$ cat src/inc/pmcr_consts.vh
// Constants for the partition and monitor configuration register bank
// Overview of operation
// RULE1 - With reset-on-capture set, a capture clears the monitor count.
// RULE2 - Reset-on-capture reads zero and ignores writes when capture or reset is absent.
// RULE3 - Capture-event field bits 30:28 picks the trigger; codes 0-6 are external events.
// RULE4 - Code 7 captures whenever software writes the software capture-trigger register.
// RULE5 - An unimplemented capture-event source never causes a capture.
// RULE6 - Without capture support the capture-event field reads zero, ignores writes.
// RULE7 - Enable bit 31 low stops all collection; high collects per configuration. Captures and clear-on-capture still act while bit 31 is low.
// RULE8 - The system drives external capture events, possibly to many components.
// RULE9 - Main feature ID register sits at offset 0x0000 of the feature page.
// RULE10 - Per-class feature ID register exists only when its presence bit is set.
// RULE11 - Main ID shows monitor presence; monitor ID lists supported monitor types.
// RULE12 - Per-monitor-type ID register exists only when its monitor ID bit is set.
// RULE13 - Each implemented register decodes at its own fixed page offset.
// RULE14 - Software locks, selects partition, writes controls, then unlocks.
// RULE15 - Configuration writes go to the partition held in the select register.
// RULE16 - Configuration reads return the selected partition's settings.
// RULE17 - Separate secure and non-secure select registers, chosen by access security.
// RULE18 - All partition configuration registers are readable and writable.
// RULE19 - An error status register and a separate interrupt control register exist.
// RULE20 - Overflow-freeze bit 24: clear wraps the count, set stops it at overflow.
// RULE21 - A capture copies the count into the capture register before any clearing.
`ifndef PMCR_CONSTS_VH
`define PMCR_CONSTS_VH

// ----------------------------------------------------------------------------
// Register offsets within the feature page
// ----------------------------------------------------------------------------
`define PMCR_OFF_IDR_LO      16'h0000
`define PMCR_OFF_IDR_HI      16'h0004
`define PMCR_OFF_MON_IDR     16'h0080
`define PMCR_OFF_CPOR_IDR    16'h0030
`define PMCR_OFF_CSUMON_IDR  16'h0088
`define PMCR_OFF_ECR         16'h00F0
`define PMCR_OFF_ESR         16'h00F8
`define PMCR_OFF_PART_SEL    16'h0100
`define PMCR_OFF_CPBM        16'h1000
`define PMCR_OFF_MON_CTL     16'h0818
`define PMCR_OFF_MON_CNT     16'h0840
`define PMCR_OFF_MON_CAPT    16'h0844
`define PMCR_OFF_SW_CAPT     16'h0808

// ----------------------------------------------------------------------------
// Monitor control fields
// ----------------------------------------------------------------------------
`define PMCR_CTL_EN          31
`define PMCR_CTL_EVT_HI      30
`define PMCR_CTL_EVT_LO      28
`define PMCR_CTL_RST_CAPT    27
`define PMCR_CTL_OVERFLOW_FREEZE   24
`define PMCR_CTL_OFLOW_STAT  26
`define PMCR_CTL_WMASK       32'hF9000000
`define PMCR_EVT_SW          3'h7

// ----------------------------------------------------------------------------
// Sizes, ID values, error codes
// ----------------------------------------------------------------------------
`define PMCR_PID_W           4
`define PMCR_NPART           16
`define PMCR_PID_MAX         16'h000F
`define PMCR_PMG_MAX         8'h03
`define PMCR_CPBM_W          16
`define PMCR_IDR_HAS_CPOR    24
`define PMCR_IDR_HAS_MSMON   30
`define PMCR_MON_HAS_CSU     16
`define PMCR_CSU_HAS_CAPT    31
`define PMCR_ERR_PID_RANGE   4'h1
`define PMCR_ERR_UNMAPPED    4'h2
`define PMCR_ERRCODE_LSB     24
`define PMCR_CNT_MAX         32'hFFFFFFFF

`endif

$ cat src/logic/pmcr_part_mem.v
// Small per-partition storage, two banks, registered read data
module pmcr_part_mem (
   input  wire                    clock_i,
   input  wire                    we_i,
   input  wire [4:0]              waddr_i,
   input  wire [15:0]             wdata_i,
   input  wire [4:0]              raddr_i,
   output reg  [15:0]             rdata_o
);
   reg [15:0] mem_q [0:31];

   always @(posedge clock_i) begin
      if (we_i) begin
         mem_q[waddr_i] <= wdata_i;
      end
      rdata_o <= mem_q[raddr_i];
   end
endmodule // pmcr_part_mem

$ cat src/logic/pmcr_monitor.v
// One counting monitor with capture, reset-on-capture and overflow freeze
`include "pmcr_consts.vh"
module pmcr_monitor (
   input  wire        clock_i,
   input  wire        srst_i,
   input  wire        enable_i,
   input  wire        count_event_i,
   input  wire        capture_i,
   input  wire        reset_on_capture_i,
   input  wire        overflow_freeze_i,
   input  wire        cnt_we_i,
   input  wire [31:0] cnt_wdata_i,
   input  wire        stat_clr_i,
   output reg  [31:0] count_o,
   output reg  [31:0] capture_o,
   output reg         overflow_o
);
   wire at_max = (count_o == `PMCR_CNT_MAX);

   always @(posedge clock_i) begin
      if (srst_i) begin
         count_o    <= 32'h00000000;
         capture_o  <= 32'h00000000;
         overflow_o <= 1'b0;
      end else begin
         // RULE21 copy before clear
         if (capture_i) begin
            capture_o <= count_o;
         end
         if (cnt_we_i) begin
            count_o <= cnt_wdata_i;
         // RULE1 clear on capture
         end else if (capture_i && reset_on_capture_i) begin
            count_o <= 32'h00000000;
         // RULE7 gate collection
         end else if (enable_i && count_event_i) begin
            // RULE20 wrap or freeze
            if (!(at_max && overflow_freeze_i)) begin
               count_o <= count_o + 32'h00000001;
            end
         end
         // Overflow set wins over software clear
         if (enable_i && count_event_i && at_max && !cnt_we_i) begin
            overflow_o <= 1'b1;
         end else if (stat_clr_i) begin
            overflow_o <= 1'b0;
         end
      end
   end
endmodule // pmcr_monitor

$ cat src/logic/pmcr_regs.v
// Partition and monitor configuration register bank, top level
`include "pmcr_consts.vh"
module pmcr_regs #(
   parameter       HAS_CAPTURE   = 1,
   parameter       MON_RESETABLE = 1,
   parameter [6:0] EXT_EVT_IMPL  = 7'h01
) (
   input  wire        clock_i,
   input  wire        srst_i,
   input  wire        req_i,
   input  wire        wr_i,
   input  wire        ns_i,
   input  wire [15:0] addr_i,
   input  wire [31:0] wdata_i,
   input  wire [6:0]  ext_capture_i,
   input  wire        count_event_i,
   output reg  [31:0] rdata_o,
   output reg         ack_o,
   output reg  [15:0] cpbm_o,
   output reg         mon_count_en_o
);
   // ----------------------------------------------------------------------------
   // State
   // ----------------------------------------------------------------------------
   localparam ST_IDLE = 2'b01;
   localparam ST_READ = 2'b10;

   reg [1:0]            state_q;
   reg [15:0]           sel_s_q;
   reg [15:0]           sel_ns_q;
   reg [31:0]           ctl_q;
   reg                  sw_capt_q;
   reg [31:0]           ecr_q;
   reg [31:0]           esr_q;
   reg                  rd_cpbm_q;
   reg [31:0]           rd_hold_q;

   wire [31:0]          mon_count;
   wire [31:0]          mon_capt;
   wire                 mon_ovf;
   wire [15:0]          mem_rdata;

   // RULE17 select by security
   wire [15:0] cur_sel = ns_i ? sel_ns_q : sel_s_q;
   wire [4:0]  mem_idx = {ns_i, cur_sel[`PMCR_PID_W-1:0]};
   wire        sel_ok  = (cur_sel <= `PMCR_PID_MAX);

   function is_off;
      input [15:0] a;
      input [15:0] off;
      begin
         is_off = (a == off);
      end
   endfunction

   wire acc      = req_i && (state_q == ST_IDLE);
   wire wr_acc   = acc && wr_i;
   wire rd_acc   = acc && !wr_i;

   // RULE13 fixed offset decode
   wire hit_idr_lo = is_off(addr_i, `PMCR_OFF_IDR_LO);
   wire hit_idr_hi = is_off(addr_i, `PMCR_OFF_IDR_HI);
   wire hit_monidr = is_off(addr_i, `PMCR_OFF_MON_IDR);
   wire hit_cporid = is_off(addr_i, `PMCR_OFF_CPOR_IDR);
   wire hit_csuid  = is_off(addr_i, `PMCR_OFF_CSUMON_IDR);
   wire hit_ecr    = is_off(addr_i, `PMCR_OFF_ECR);
   wire hit_esr    = is_off(addr_i, `PMCR_OFF_ESR);
   wire hit_sel    = is_off(addr_i, `PMCR_OFF_PART_SEL);
   wire hit_cpbm   = is_off(addr_i, `PMCR_OFF_CPBM);
   wire hit_ctl    = is_off(addr_i, `PMCR_OFF_MON_CTL);
   wire hit_cnt    = is_off(addr_i, `PMCR_OFF_MON_CNT);
   wire hit_capt   = is_off(addr_i, `PMCR_OFF_MON_CAPT);
   wire hit_swc    = is_off(addr_i, `PMCR_OFF_SW_CAPT);
   wire hit_any    = hit_idr_lo | hit_idr_hi | hit_monidr | hit_cporid | hit_csuid |
                     hit_ecr | hit_esr | hit_sel | hit_cpbm | hit_ctl | hit_cnt |
                     hit_capt | hit_swc;

   // ----------------------------------------------------------------------------
   // ID values
   // ----------------------------------------------------------------------------
   reg [63:0]  idr_val;
   reg [31:0]  monidr_val;
   reg [31:0]  cporid_val;
   reg [31:0]  csuid_val;

   // Presence bits sit at header positions so software and logic agree
   always @* begin
      // RULE9 main ID contents
      idr_val                       = 64'h0000000000000000;
      idr_val[15:0]                 = `PMCR_PID_MAX;
      idr_val[23:16]                = `PMCR_PMG_MAX;
      idr_val[`PMCR_IDR_HAS_CPOR]   = 1'b1;
      // RULE11 monitor types present
      idr_val[`PMCR_IDR_HAS_MSMON]  = 1'b1;
      monidr_val                    = 32'h00000000;
      monidr_val[`PMCR_MON_HAS_CSU] = 1'b1;
      // RULE10 class ID register
      cporid_val                    = 32'h00000010;
      // RULE12 monitor type ID
      csuid_val                     = 32'h00000001;
      csuid_val[`PMCR_CSU_HAS_CAPT] = (HAS_CAPTURE != 0);
   end

   // ----------------------------------------------------------------------------
   // Capture selection
   // ----------------------------------------------------------------------------
   wire [2:0] evt_sel = ctl_q[`PMCR_CTL_EVT_HI:`PMCR_CTL_EVT_LO];
   wire [7:0] evt_vec;
   genvar     gi;

   // Unbuilt sources are tied low, so no glitch on their pins can capture
   generate
      for (gi = 0; gi < `PMCR_EVT_SW; gi = gi + 1) begin : g_evt
         assign evt_vec[gi] = EXT_EVT_IMPL[gi] ? ext_capture_i[gi] : 1'b0;
      end
   endgenerate
   assign evt_vec[`PMCR_EVT_SW] = sw_capt_q;
   // RULE3 RULE5 RULE8 pick trigger
   wire       capture = (HAS_CAPTURE != 0) && evt_vec[evt_sel];

   // RULE2 RULE6 masked writable bits
   wire [31:0] ctl_wmask = `PMCR_CTL_WMASK &
      ~({32{HAS_CAPTURE == 0}} & (32'h1 << `PMCR_CTL_EVT_LO) * 32'h7) &
      ~({32{(HAS_CAPTURE == 0) || (MON_RESETABLE == 0)}} & (32'h1 << `PMCR_CTL_RST_CAPT));

   // ----------------------------------------------------------------------------
   // Partition storage
   // ----------------------------------------------------------------------------
   // RULE15 RULE18 write selected partition
   wire mem_we = wr_acc && hit_cpbm && sel_ok;

   pmcr_part_mem i_pmcr_part_mem (
      .clock_i (clock_i),
      .we_i    (mem_we),
      .waddr_i (mem_idx),
      .wdata_i (wdata_i[`PMCR_CPBM_W-1:0]),
      .raddr_i (mem_idx),
      .rdata_o (mem_rdata)
   );

   pmcr_monitor i_pmcr_monitor (
      .clock_i            (clock_i),
      .srst_i             (srst_i),
      .enable_i           (ctl_q[`PMCR_CTL_EN]),
      .count_event_i      (count_event_i),
      .capture_i          (capture),
      .reset_on_capture_i (ctl_q[`PMCR_CTL_RST_CAPT]),
      .overflow_freeze_i  (ctl_q[`PMCR_CTL_OVERFLOW_FREEZE]),
      .cnt_we_i           (wr_acc && hit_cnt),
      .cnt_wdata_i        (wdata_i),
      .stat_clr_i         (wr_acc && hit_ctl && !wdata_i[`PMCR_CTL_OFLOW_STAT]),
      .count_o            (mon_count),
      .capture_o          (mon_capt),
      .overflow_o         (mon_ovf)
   );

   // ----------------------------------------------------------------------------
   // Read mux
   // ----------------------------------------------------------------------------
   reg [31:0] rd_mux;
   always @* begin
      rd_mux = 32'h00000000;
      if (hit_idr_lo) rd_mux = idr_val[31:0];
      if (hit_idr_hi) rd_mux = idr_val[63:32];
      if (hit_monidr) rd_mux = monidr_val;
      if (hit_cporid) rd_mux = cporid_val;
      if (hit_csuid)  rd_mux = csuid_val;
      if (hit_ecr)    rd_mux = ecr_q;
      if (hit_esr)    rd_mux = esr_q;
      if (hit_sel)    rd_mux = {16'h0000, cur_sel};
      if (hit_ctl)    rd_mux = ctl_q | ({31'h00000000, mon_ovf} << `PMCR_CTL_OFLOW_STAT);
      if (hit_cnt)    rd_mux = mon_count;
      if (hit_capt)   rd_mux = mon_capt;
   end

   // ----------------------------------------------------------------------------
   // Partition select copies
   // ----------------------------------------------------------------------------
   // RULE17 one copy per security
   always @(posedge clock_i) begin
      if (srst_i) begin
         sel_s_q  <= 16'h0000;
         sel_ns_q <= 16'h0000;
      end else if (wr_acc && hit_sel) begin
         if (ns_i) begin
            sel_ns_q <= wdata_i[15:0];
         end else begin
            sel_s_q <= wdata_i[15:0];
         end
      end
   end

   // ----------------------------------------------------------------------------
   // Monitor control and software trigger
   // ----------------------------------------------------------------------------
   always @(posedge clock_i) begin
      if (srst_i) begin
         ctl_q          <= 32'h00000000;
         sw_capt_q      <= 1'b0;
         mon_count_en_o <= 1'b0;
      end else begin
         if (wr_acc && hit_ctl) begin
            ctl_q <= wdata_i & ctl_wmask;
         end
         // RULE4 software trigger
         sw_capt_q      <= wr_acc && hit_swc;
         mon_count_en_o <= ctl_q[`PMCR_CTL_EN];
      end
   end

   // ----------------------------------------------------------------------------
   // Error control and status
   // ----------------------------------------------------------------------------
   always @(posedge clock_i) begin
      if (srst_i) begin
         ecr_q <= 32'h00000000;
         esr_q <= 32'h00000000;
      end else if (wr_acc) begin
         if (hit_ecr) begin
            ecr_q <= wdata_i;
         end
         // RULE19 log programming errors
         if (hit_cpbm && !sel_ok) begin
            esr_q <= {4'h0, `PMCR_ERR_PID_RANGE, 8'h00, cur_sel};
         end else if (!hit_any) begin
            esr_q <= {4'h0, `PMCR_ERR_UNMAPPED, 8'h00, addr_i};
         end else if (hit_esr) begin
            esr_q <= wdata_i;
         end
      end
   end

   // ----------------------------------------------------------------------------
   // Bus answer
   // ----------------------------------------------------------------------------
   // Bitmap reads take one extra cycle because the storage read is registered
   always @(posedge clock_i) begin
      if (srst_i) begin
         state_q   <= ST_IDLE;
         rd_cpbm_q <= 1'b0;
         rd_hold_q <= 32'h00000000;
         rdata_o   <= 32'h00000000;
         ack_o     <= 1'b0;
         cpbm_o    <= 16'h0000;
      end else begin
         ack_o  <= 1'b0;
         cpbm_o <= mem_rdata;
         case (state_q)
            ST_IDLE: begin
               if (wr_acc) begin
                  ack_o <= 1'b1;
               end else if (rd_acc) begin
                  rd_hold_q <= rd_mux;
                  // RULE16 read selected partition
                  if (hit_cpbm) begin
                     state_q   <= ST_READ;
                     rd_cpbm_q <= sel_ok;
                  end else begin
                     ack_o   <= 1'b1;
                     rdata_o <= rd_mux;
                  end
               end
            end
            ST_READ: begin
               ack_o   <= 1'b1;
               rdata_o <= rd_cpbm_q ? {16'h0000, mem_rdata} : rd_hold_q;
               state_q <= ST_IDLE;
            end
            default: begin
               state_q <= ST_IDLE;
            end
         endcase
      end
   end
endmodule // pmcr_regs

$ cat config.mk
export PLATFORM = sky130hd
export DESIGN_NAME = pmcr_regs
export DESIGN_NICKNAME = d
export VERILOG_FILES = /design/src/logic/pmcr_part_mem.v /design/src/logic/pmcr_monitor.v /design/src/logic/pmcr_regs.v
export VERILOG_INCLUDE_DIRS = /design/src /design/src/inc
export SDC_FILE = /design/constraint.sdc
export NUM_CORES = 1
export LEC_CHECK = 0
export BUFFER_PORTS_ARGS = -buffer_cell sky130_fd_sc_hd__buf_4
export CORE_UTILIZATION = 35
export CTS_CLUSTER_DIAMETER = 100
export DETAILED_ROUTE_END_ITERATION = 10
export PLACE_DENSITY_LB_ADDON = 0.1
export SLEW_MARGIN = 25
export SYNTH_ARGS = -nofsm -noshare
export SYNTH_HDL_FRONTEND = slang
export SYNTH_HIERARCHICAL = 1
export SYNTH_SLANG_ARGS = --single-unit
export TNS_END_PERCENT = 5
$ cat constraint.sdc
create_clock -name clock_i -period 3.99 [get_ports clock_i]
set_input_delay 1.197 -clock clock_i [delete_from_list [all_inputs] [get_ports clock_i]]
set_output_delay 1.197 -clock clock_i [all_outputs]
set_load 0.005 [all_outputs]
=== Word-level counts from Yosys, hierarchy flattened ===
Memories as Yosys holds them, arrays and structs flattened. A register that Yosys moved wholly into a read port is not among the register bits.
Index checks and enable logic that the tools add are counted.

* $add $sub $neg: 1
* Order comparisons: 2
* Equality and inequality tests: 20
* Mux-type cells: 34
* Bitwise gates (word level): 16
* Reductions and logical operators: 34

{| class="wikitable"
|+ Operators by type and width
! cell !! number
|-
| 32-bit two-way mux || 21
|-
| 16-bit by 12-bit equality test with 1-bit output, second input constant || 4
|-
| 16-bit by 8-bit equality test with 1-bit output, second input constant || 4
|-
| 32-bit one-hot mux with 2 select lines || 1
|-
| 32-bit by 1-bit adder with 32-bit output, second input constant || 1
|-
| 32-bit equality test, second input constant || 1
|-
| 32-bit by 27-bit OR with 32-bit output || 1
|-
| 31-bit two-way mux || 1
|-
| 16-bit by 13-bit equality test with 1-bit output, second input constant || 1
|-
| 16-bit by 3-bit equality test with 1-bit output, second input constant || 1
|-
| 16-bit by 6-bit equality test with 1-bit output, second input constant || 1
|-
| 16-bit by 9-bit equality test with 1-bit output, second input constant || 1
|-
| 16-bit by 4-bit less-or-equal comparator with 1-bit output, second input constant || 1
|-
| 1-bit logical AND || 16
|-
| 16-bit zero test || 1
|-
| 16-bit two-way mux || 1
|-
| 1-bit OR || 12
|-
| 2-bit AND reduction || 5
|-
| 1-bit two-way mux || 8
|-
| 4-bit AND reduction || 2
|-
| 2-bit != test, second input constant || 3
|-
| 3-bit AND reduction || 2
|-
| 1-bit zero test || 4
|-
| 3-bit by 4-bit < comparator with 1-bit output, second input constant || 1
|-
| other kinds (10) || 13
|}

* Register bits after elaboration: 253
* Memory bits (writable): 512
* Input bits: 61
* Output and inout bits: 50
* Logic and storage cells: 124
* Memories kept: 1

{| class="wikitable"
|+ Memory list
! memory !! depth !! width !! rd ports !! clocked after memory_dff !! write ports !! line !! RTL
|-
| i_pmcr_part_mem.mem_q || 32 || 16 || 1 || 1 || 1 || pmcr_part_mem.v:10 || <nowiki>reg [15:0] mem_q [0:31];</nowiki>
|}

=== Longest topological paths before layout ===
Gate-level depths: netlist of run 1.

* Depth after elaboration: 16
* Depth in mapped cells: 13
* Depth with buffers taken out: 9

=== Modules after synthesis ===
Netlist of run 1, hierarchy kept.

{| class="wikitable"
|+ By module, submodules not included
! module !! times used !! cells an instance !! area an instance (um2) !! sequential area each (um2)
|-
| pmcr_part_mem || 1 || 1,143 || 20,534.7 || 15,695.1
|-
| pmcr_regs || 1 || 1,103 || 8,986.1 || 3,763.6
|-
| pmcr_monitor || 1 || 392 || 3,342.0 || 1,301.2
|}

=== Least setup slack after synthesis of run 1 ===
No wires, ideal clock.

* Kind: input port to flip-flop
* From: input port addr_i[4]
* To: memory i_pmcr_part_mem.mem_q[12][0], enable pin
* Library setup time: 0.388 ns
* Arrival: 3.894 ns
* Data required time: 3.602 ns
* Path slack: -0.292 ns
* Cell stages on the path: 9
* Path buffers: 3
* Path through: buf_2 nor4_1 buf_2 and3_1 nand3_1 nor3b_1 or3b_2 clkbuf_1 nor2_1

* Longest elaborated chain between the ends: 5

{| class="wikitable"
|+ Ends and longest elaborated chain
! what !! line !! RTL
|-
| start: declaration || pmcr_regs.v:13 || <nowiki>input wire [15:0] addr_i,</nowiki>
|-
| 16-bit by 13-bit equality test with 1-bit output || pmcr_regs.v:52 || <nowiki>is_off = (a == off);</nowiki>
|-
| 1-bit logical AND (2 in series) || pmcr_regs.v:130 || <nowiki>wire mem_we = wr_acc && hit_cpbm && sel_ok;</nowiki>
|-
| net mem_we || pmcr_regs.v:130 ||
|-
| 1-bit two-way mux || pmcr_part_mem.v:13 || <nowiki>if (we_i) begin</nowiki>
|-
| 1-bit two-way mux (not written as such) || pmcr_part_mem.v:14 || <nowiki>mem_q[waddr_i] <= wdata_i;</nowiki>
|-
| end: declaration || pmcr_part_mem.v:10 ||
|}

The timed path passes the listed nets, and every way through them passes these cells.

=== Worst setup path after layout of run 1 ===
* From: input port ns_i
* To: memory i_pmcr_part_mem.mem_q[8][3], enable pin

* Longest elaborated chain between the ends: 5

{| class="wikitable"
|+ Ends and longest elaborated chain
! what !! line !! RTL
|-
| start: declaration || pmcr_regs.v:12 || <nowiki>input wire ns_i,</nowiki>
|-
| 16-bit two-way mux || pmcr_regs.v:44 || <nowiki>wire [15:0] cur_sel = ns_i ? sel_ns_q : sel_s_q;</nowiki>
|-
| 16-bit by 4-bit less-or-equal comparator with 1-bit output (no source line) || n/a ||
|-
| 1-bit logical AND || pmcr_regs.v:130 ||
|-
| net mem_we || pmcr_regs.v:130 ||
|-
| 1-bit two-way mux || pmcr_part_mem.v:13 ||
|-
| 1-bit two-way mux (not written as such) || pmcr_part_mem.v:14 ||
|}

The timed path passes the listed nets, and every way through them passes these cells.

==> results.toml, run 1 <==
[status]
status = "complete, no violations"

[power_and_ir_drop]
power_density_mw_per_mm2 = 441
leakage_uw = 0.0127
max-vdd-ir-drop_v = 0.000305
total_power_uw = 17300

[clock_network]
clk_pin_slew_ns = 0.06
root_buffer = "clkbuf_16"
cts_sinks = 781
cts_tree = "built"
clock_path_buffers = 3
postCtsSetupBuffers = 0
clk_latency_ns = 0.67
cts.htree.levels = 3
cts_resized = 0
cts_made_buffers = 88
ctsHoldBuffers = 0

[synth]
synth_top_area_share_pct = 46.8
synth_cells = 2638
synth_warnings = 6
netlist.top_cell.by_area = "edfxtp_1"
synthFlopType = "edfxtp_1"
synthAdderAreaFrac_pct = 0.114
syn_area_per_cell_um2 = 12.5
synth_compound_area_share_pct = 11.9
synth_mux_area_share_pct = 10.1
synth_area_mm2 = 0.0329
ys_async_sr_fraction_pct = 0
synth-simple-area-share_pct = 11.2
synth_top_family_by_area = "compound AO/OA/AOI/OAI gates"
synthTopCellsByCount = "edfxtp_1, nand2_1, mux2i_1"
yosysMostFrequentCell = "edfxtp_1"
synth-edff-count = 512
synth-seq-cells = 781
yosysUniqueCellTypes = 93
ys_seq_area_share_pct = 63.2
synthXorXnorAreaFrac_pct = 0.0800
synth_area_leaders = "edfxtp_1, dfxtp_1, mux2i_1, nand2_1, a21oi_1"
synth.net_count = 2702

[die]
coreArea_mm2 = 0.0932
die_area_mm2 = 0.0951
placementRows = 112
ioPinCount = 111
die_h_um = 308
die_w_um = 308
initial_core_util_pct = 35.3

[global_routing]
grt_util_all_layers_pct = 21.4
grt_start_max_net_pins = 74
overflow = 0
antenna_found_initial = 0
grt_first_pass_wirelength_um = 149000
grt_pass1_vias = 22000

[sta]
drv_slew = 0
holdWs_ns = 0.449
worst_pin_slew_ns = 0.993
period_needed_ns = 3.36
period_share_pct = 84.3
rsz0062_at_grt = "false"
setup_violations = 0
relSlewSlack_pct = 33.8
fin_skew_ns = 0.0377
max_freq_mhz = 297
finalHoldViolCount = 0

[detailed_routing]
postRouteAntennaNets = 0
wl_um = 102000
drt_iter0_markers = 1913
wl_per_cell_um = 24.3
num_vias = 22300
viasPerCell = 5.35
drt-pass1-iter-count = 6
drc_errors = 0

[worst_setup_path]
crit_path_start_kind = "input pin"
worstSetupEndpointType = "register"
cp.required_ns = 4.33
cp.arrival_ns = 3.70
cp_max_fo = 16
worstSetupPathType = "in2reg"

[layout]
area_delta_synth_final_pct = 19.2
fin_util_pct = 42.0
multi_input_area_mm2 = 0.0110
final_nets = 2916
nFillCells = 8733
seqCellArea_mm2 = 0.0208
drive_above_1_share_pct = 18.2

[placed_design]
dpl.hpwl_um = 66100
port-buffer-count = 104
globalplace.congestion = 0.864

[run]
drv_cap = 0

[hold_path]
hold_class = "reg2reg"
through the flow:
step | instances | setup WS (ns) | TNS (ns) | instance area (um2)
after CTS | 4170 | 0.611 | 0 | 39200
final | 4171 | 0.627 | 0 | 39200
after global routing | 4170 | 0.519 | 0 | 39200
after floorplan | 2638 | -0.128 | -15.81 | 32900
after detailed placement | 4016 | -0.0588 | -3.05 | 36300
after global placement | 4016 | -0.000751 | -0.00239 | 36300
worst max-delay path, cell delays in order:
cell and delay, ns:
buf_4 0.19, nor4b_1 0.30, nand4_1 0.23, nand2_1 0.15, nor3b_1 0.36, buf_4 0.21, or3b_2 0.50, buf_12 0.17
nor2_2 0.16, buf_12 0.18
layout by cell type (no fill, tap or decap), types with 8 or more instances in the layout:
cell       instances
o21ai_0           46
nor2_1           136
clkbuf_1          13
nand4_1           42
and3_1            12
a222oi_1           9
and4_1            10
nor3_1            44
a22oi_1           73
a21oi_1          207
mux2_2            13
o21ai_1           14
a22o_1            36
nand2_1          325
a31oi_1           33
o2bb2ai_1         15
buf_12            44
a21oi_2           11
o211ai_1          11
nand3_1           59
bufinv_16          8
mux2i_1          315
nand3_2           10
dfxtp_1          268
nor4_1            15
nor2b_1           20
clkbuf_16         91
clkinv_1          12
clkinv_2          13
a211oi_1           9
a221oi_1          39
buf_4            266
edfxtp_1         512
inv_1              9
nor2_2            12
cell type report:
| cell class | count | share of cell area (%) |
|---|---|---|
| Clock inverter | 42 | 1.18 |
| Antenna cell | 1 | 0.00639 |
| Tap cell | 1254 | 4.00 |
| Multi-Input combinational cell | 1659 | 28.1 |
| Timing Repair Buffer | 311 | 7.37 |
| Inverter | 11 | 0.105 |
| Clock buffer | 112 | 6.19 |
| Sequential cell | 781 | 53.0 |
routing by layer:
layer  up-vias  global-route usage, %  part of all wire [%]
met5         -                      0                     0
met3       113                   2.83                   4.5
met2       548                   34.6                    47
met1     11200                   30.1                    47
li1      10500                      -                     -
met4         0                   5.46                   1.8
registers in the layout (all words and copies together), names as in the netlist:
register,cells
ack_o,1
sel_s_q,16
state_q,2
mon_count_en_o,1
rd_cpbm_q,1
i_pmcr_part_mem/mem_q,512
cpbm_o,16
i_pmcr_monitor/count_o,32
sw_capt_q,1
ctl_q,6
i_pmcr_monitor/capture_o,32
esr_q,32
rd_hold_q,32
i_pmcr_monitor/overflow_o,1
i_pmcr_part_mem/rdata_o,16
sel_ns_q,16
rdata_o,32
ecr_q,32
power by group:
part	internal [uW]	leakage (uW)	total, uW	switching [uW]
sequential	8640	0.00678	8660	23.2
combinational	149	0.00452	516	367
clock	4820	0.00142	8100	3290
logic make-up after synthesis:
group                    after synthesis
AO/OA/AOI/OAI                        572
XOR/XNOR                               3
adder cells (fa/ha/maj)                3
buffers and inverters                198
flip-flops                           781
multiplexers                         329
AND/OR/NAND/NOR                      752
worst paths after layout:
kind / startpoint / to / slack (ns) / depth (start not counted)
hold reg to reg: rd_hold_q[11] / rd_hold_q[11] / 0.45 / 2
hold / removal: rd_hold_q[11] / rd_hold_q[11] / 0.45 / 2
setup reg to reg: sel_s_q[11] / i_pmcr_part_mem/mem_q[8][3] / 0.89 / 9
setup / recovery: ns_i / i_pmcr_part_mem/mem_q[8][3] / 0.63 / 10
No activity file was read; power rests on OpenSTA's default activity.
==> run 2, diff against run 1 <==
- ABC_AREA: unset -> 1
- clock period: 3.99 -> 3.3 ns (I/O delays scaled with it)
==> results.toml, run 2 <==
[detailed_routing]
num_vias = 27000
drt-pass1-iter-count = 10
wl_um = 113000
drc_errors = 1
postRouteAntennaNets = 0
wl_per_cell_um = 21.1
drt_iter0_markers = 2252
viasPerCell = 5.02

[layout]
insertedDiodeCount = 0
largest_reg_flops = 512
drive_above_1_share_pct = 13.7
final_nets = 4101
top_register = "i_pmcr_part_mem/mem_q"
final_cell_mix = "nand2_1, nand3_1, edfxtp_1"
area_delta_synth_final_pct = 19.3
final_common_cell = "nand2_1"
instances_no_fill = 5381
fin_area_mm2 = 0.0410

[synth]
yosysUniqueCellTypes = 48
synth_area_mm2 = 0.0344
ys_async_sr_fraction_pct = 0
synth_cells = 3837
netlist.top_cell.by_area = "edfxtp_1"
synth.net_count = 3901
yosysMostFrequentCell = "nand2_1"
synth-edff-count = 512
synthTopCellsByCount = "nand2_1, nand3_1, edfxtp_1"
ys_seq_area_share_pct = 60.4
synth_top_area_share_pct = 44.7
synth_area_leaders = "edfxtp_1, dfxtp_1, nand2_1, nand3_1, nor2_1"
synthFlopType = "edfxtp_1"
synth_warnings = 6
syn_area_per_cell_um2 = 8.96
synth-seq-cells = 781

[worst_setup_path]
crit_slowest_cell = "nor2_1"
worstSetupEndpointType = "register"
worstSetupPathType = "in2reg"
cp_max_fo = 12
cp.required_ns = 3.66
crit_path_start_kind = "input pin"
crit_path_max_incr_delay_ns = 0.30
cp.arrival_ns = 3.21
crit_chain = "buf_4 -> buf_12 -> buf_4 -> o21ai_1 -> nand2_1 -> nor2_1 -> nand3_1 -> nor3_1 -> buf_4 -> nand3_1 -> buf_4 -> nor2_1 -> buf_12"
path_common_cell = "buf_4"

[power_and_ir_drop]
p_seq_share_pct = 48.2
total_power_uw = 22000
p_int_uw = 16800
leakage_uw = 0.0165
power_density_mw_per_mm2 = 536
p_clk_share_pct = 44.8
max-vdd-ir-drop_v = 0.000379
pwr-share-comb_pct = 7.0
p_sw_uw = 5210
swShare_pct = 23.7

[run]
drv_cap = 0

[global_routing]
busiest_layer = "met2"
met2_usage_pct = 34.6
antenna_found_initial = 4
grt_start_max_net_pins = 110
use_met1_pct = 33.9
use_met3_pct = 3.56
grt_first_pass_wirelength_um = 168000
overflow = 0
grt_util_all_layers_pct = 22.7
grt_pass1_vias = 25600

[sta]
max_freq_mhz = 351
relSlewSlack_pct = 43.5
fin_skew_ns = 0.0257
worst_pin_slew_ns = 0.848
drv_slew = 0
period_share_pct = 86.4
rsz0062_at_grt = "false"
setup_violations = 0
period_needed_ns = 2.85
finalHoldViolCount = 0

[status]
violations = "DRC"
status = "complete, but fails checks"

[die]
placementRows = 114
die_h_um = 315
ioPinCount = 111
die_area_mm2 = 0.0995
die_w_um = 315
initial_core_util_pct = 35.5
coreArea_mm2 = 0.0970

[hold_path]
hold_class = "reg2reg"

[clock_network]
ctsHoldBuffers = 0
root_buffer = "clkbuf_16"
cts_tree = "built"
clk_latency_ns = 0.66
cts.htree.levels = 3
postCtsSetupBuffers = 0
clock_path_buffers = 3
cts_resized = 0
clk_pin_slew_ns = 0.06
cts_made_buffers = 89
cts_sinks = 781

[placed_design]
port-buffer-count = 104
globalplace.congestion = 0.853
dp.cells = 5222
dpl_cell_area_mm2 = 0.0381
dpl.hpwl_um = 75300
## run 2: cell families (layout without fill, tap and decap cells)
family / Yosys count / after routing / synth area share (%)
AO/OA/AOI/OAI: 446 / 446 / 6.83
buffers and inverters: 455 / 723 / 6.21
adder cells (fa/ha/maj): 3 / 3 / 0.109
flip-flops: 781 / 781 / 60.4
AND/OR/NAND/NOR: 2152 / 2152 / 26.5
## run 2: metal layers
metal / routed length, um / part of all wire [%] / vias up
met5: 13 / 0.011 / -
met4: 1670 / 1.5 / 2
met3: 6360 / 5.6 / 110
met2: 50400 / 44 / 612
met1: 55100 / 49 / 13000
li1: - / - / 13300
## run 2: through the flow
step / TNS, ns / util [%] / hold slack (ns) / worst slack, ns
after global routing: 0 / 42.3 / 0.480 / 0.309
after global placement: -47.30 / 39.3 / 0.446 / -0.183
after detailed placement: -46.41 / 39.3 / 0.449 / -0.175
after CTS: 0 / 42.3 / 0.458 / 0.513
final: 0 / 42.3 / 0.455 / 0.450
after floorplan: -35.50 / - / 0.410 / -0.0744
## run 2: power by group through the flow
| stage | registers [uW] | logic (uW) | clock network (uW) |
|---|---|---|---|
| 2_1_floorplan | 10800 | 771 | 0 |
| 5_1_grt | 10600 | 1700 | 10500 |
| 3_3_place_gp | 10800 | 1550 | 0 |
| 6_report | 10600 | 1540 | 9850 |
| 3_5_place_dp | 10800 | 1550 | 0 |
| 4_1_cts | 10600 | 1560 | 10100 |
## run 2: worst max-delay path: cells and delay by family
family	cells	cell delay, ns
AO/OA/AOI/OAI	1	0.17
buffers and inverters	6	1.03
AND/OR/NAND/NOR	6	1.01
## run 2: area by class of cell
| class | count | area (um2) |
|---|---|---|
| multi-input cells | 2601 | 11600 |
| fillers | 9574 | 56000 |
| well taps | 1276 | 1600 |
| clock buffers | 117 | 2480 |
| clock inverters | 42 | 405 |
| repair buffers | 335 | 3330 |
| flip-flops and latches | 781 | 20800 |
| inverters | 229 | 881 |
## run 2: worst paths after layout
kind | startpoint | end | slack (ns) | cells after the start
max reg2reg | state_q[1] | i_pmcr_part_mem/mem_q[17][1] | 0.61 | 11
max | ns_i | i_pmcr_part_mem/mem_q[17][1] | 0.45 | 13
min | ecr_q[31] | ecr_q[31] | 0.46 | 2
min reg2reg | ecr_q[31] | ecr_q[31] | 0.46 | 2
==> run 3, diff against run 2 <==
- BUFFER_PORTS_ARGS: -buffer_cell sky130_fd_sc_hd__buf_4 -> unset
- DONT_BUFFER_PORTS: unset -> 1
- clock period: 3.3 -> 2.3 ns (I/O delays scaled with it)
==> results.toml, run 3 (synthesis gave the netlist of run 2 again) <==
[status]
status = "complete, but fails checks"
violations = "DRC, setup timing"

[global_routing]
grt_first_pass_wirelength_um = 169000
grt_start_max_net_pins = 65
overflow = 0
grt_pass1_vias = 25500
antenna_found_initial = 4
grt_util_all_layers_pct = 23.0

[sta]
relSlewSlack_pct = 58.7
finalHoldViolCount = 0
period_needed_ns = 2.33
worst_pin_slew_ns = 0.619
rsz0062_at_grt = "true"
fin_skew_ns = 0.0174
drv_slew = 0
tns_ns = -0.360
period_share_pct = 101
fin_ws_ns = -0.0274
max_freq_mhz = 430
holdWs_ns = 0.101
setup_violations = 20

[placed_design]
dpl_cell_area_mm2 = 0.0389
pre_cts_slack_ns = -0.477
dp.cells = 5227
globalplace.congestion = 0.853
port-buffer-count = 0
dpl.hpwl_um = 77500

[worst_setup_path]
worstSetupEndpointType = "register"
cp.arrival_ns = 2.70
cp.required_ns = 2.68
worstSetupPathType = "reg2reg"
crit_path_start_kind = "register"
cp_max_fo = 6

[power_and_ir_drop]
p_sw_uw = 7230
p_seq_share_pct = 49.2
swShare_pct = 23.3
p_clk_share_pct = 44.9
max-vdd-ir-drop_v = 0.000559
pwr-share-comb_pct = 5.9
p_int_uw = 23800
power_density_mw_per_mm2 = 738
leakage_uw = 0.0167

[detailed_routing]
topRoutingLayerUsed = "met5"
drc_errors = 8
postRouteAntennaNets = 0
drt-pass1-iter-count = 10
wl_um = 116000
drt_iter0_markers = 2567
drt-met1-wl_um = 56800
route.met3.wl_um = 8200
viasPerCell = 5.04
wl_met2_um = 48000
wl_per_cell_um = 21.5
num_vias = 27200

[clock_network]
clk_pin_slew_ns = 0.06
cts_made_buffers = 90
root_buffer = "clkbuf_16"
clk_latency_ns = 0.66
clock_path_buffers = 3
ctsHoldBuffers = 0
cts.htree.levels = 3
cts_sinks = 781
cts_tree = "built"

[layout]
final_cell_mix = "nand2_1, nand3_1, edfxtp_1"
final_nets = 4118
area_delta_synth_final_pct = 22.2
final_common_cell = "nand2_1"
largest_reg_flops = 512
fin_area_mm2 = 0.0420
top_register = "i_pmcr_part_mem/mem_q"
nFillCells = 9558
instances_no_fill = 5403
drive_above_1_share_pct = 14.7

[run]
drv_cap = 0

[die]
initial_core_util_pct = 35.5
die_h_um = 315
coreArea_mm2 = 0.0970
die_area_mm2 = 0.0995
die_w_um = 315
placementRows = 114
ioPinCount = 111

[hold_path]
hold_class = "in2reg"
## run 3: cell types whose count changed in the layout (fill, tap and decap cells not counted), sizes merged, moves of 3 or more
| cell | delta |
|---|---|
| buf | +13 |
| clkinv | +5 |
| clkbuf | -3 |
| clkinvlp | +5 |
## run 3: through the flow
| step | util [%] | total power (uW) |
|---|---|---|
| after global routing | 43.3 | 32100 |
| after floorplan | - | 16600 |
| after CTS | 43.2 | 31400 |
| after global placement | 40.1 | 17400 |
| final | 43.3 | 31000 |
| after detailed placement | 40.1 | 17400 |
## run 3: final timing paths
| kind | from | endpoint | slack [ns] | cells after the start |
|---|---|---|---|---|
| worst max-delay path | state_q[1] | i_pmcr_part_mem/mem_q[23][10] | -0.03 | 13 |
| worst min-delay path | srst_i | cpbm_o[15] | 0.10 | 1 |
| worst min register to register | i_pmcr_part_mem/rdata_o[2] | cpbm_o[2] | 0.46 | 2 |
| worst max register to register | state_q[1] | i_pmcr_part_mem/mem_q[23][10] | -0.03 | 13 |
## run 3: worst max-delay path, cell delays in order (launching register included)
cell and delay [ns]:
dfxtp_2 0.32, inv_2 0.07, ha_4 0.15, nand2_4 0.05, nor2_4 0.19, inv_2 0.09
nor3_4 0.27, buf_12 0.16, buf_12 0.10, nand3_4 0.07, buf_12 0.16, nor2_4 0.11
buf_12 0.13, clkbuf_16 0.14
## run 3: layout make-up
class	count	area (um2)	share of cell area, %
well taps	1276	1600	3.80
multi-input cells	2601	11900	28.4
flip-flops and latches	781	20800	49.4
inverters	229	902	2.15
clock inverters	52	449	1.07
diodes	1	2.50	0.00596
clock buffers	112	2390	5.68
repair buffers	351	3990	9.49
## run 3: repair_timing
| action | in CTS | in global routing |
|---|---|---|
| pin swaps | 3 | 1 |
| cloned | 1 | 2 |
| endpoints found under the setup margin | 181 | 496 |
| resized for setup | 10 | 11 |
| buffers inserted | 5 | 3 |
## run 3: power by group through the flow
| stage | sequential (uW) | combinational [uW] | clock, uW |
|---|---|---|---|
| detailed placement | 15500 | 1830 | 0 |
| global route | 15300 | 2020 | 14800 |
| global placement | 15500 | 1820 | 0 |
| floorplan | 15500 | 1140 | 0 |
| CTS | 15200 | 1840 | 14300 |
| finish | 15200 | 1830 | 13900 |
## run 3: routing by layer
layer  track usage, %  vias up
met5                0        -
met4             6.85        2
met3             4.52      154
met2             32.5      750
met1             35.2    13000
li1                 -    13300
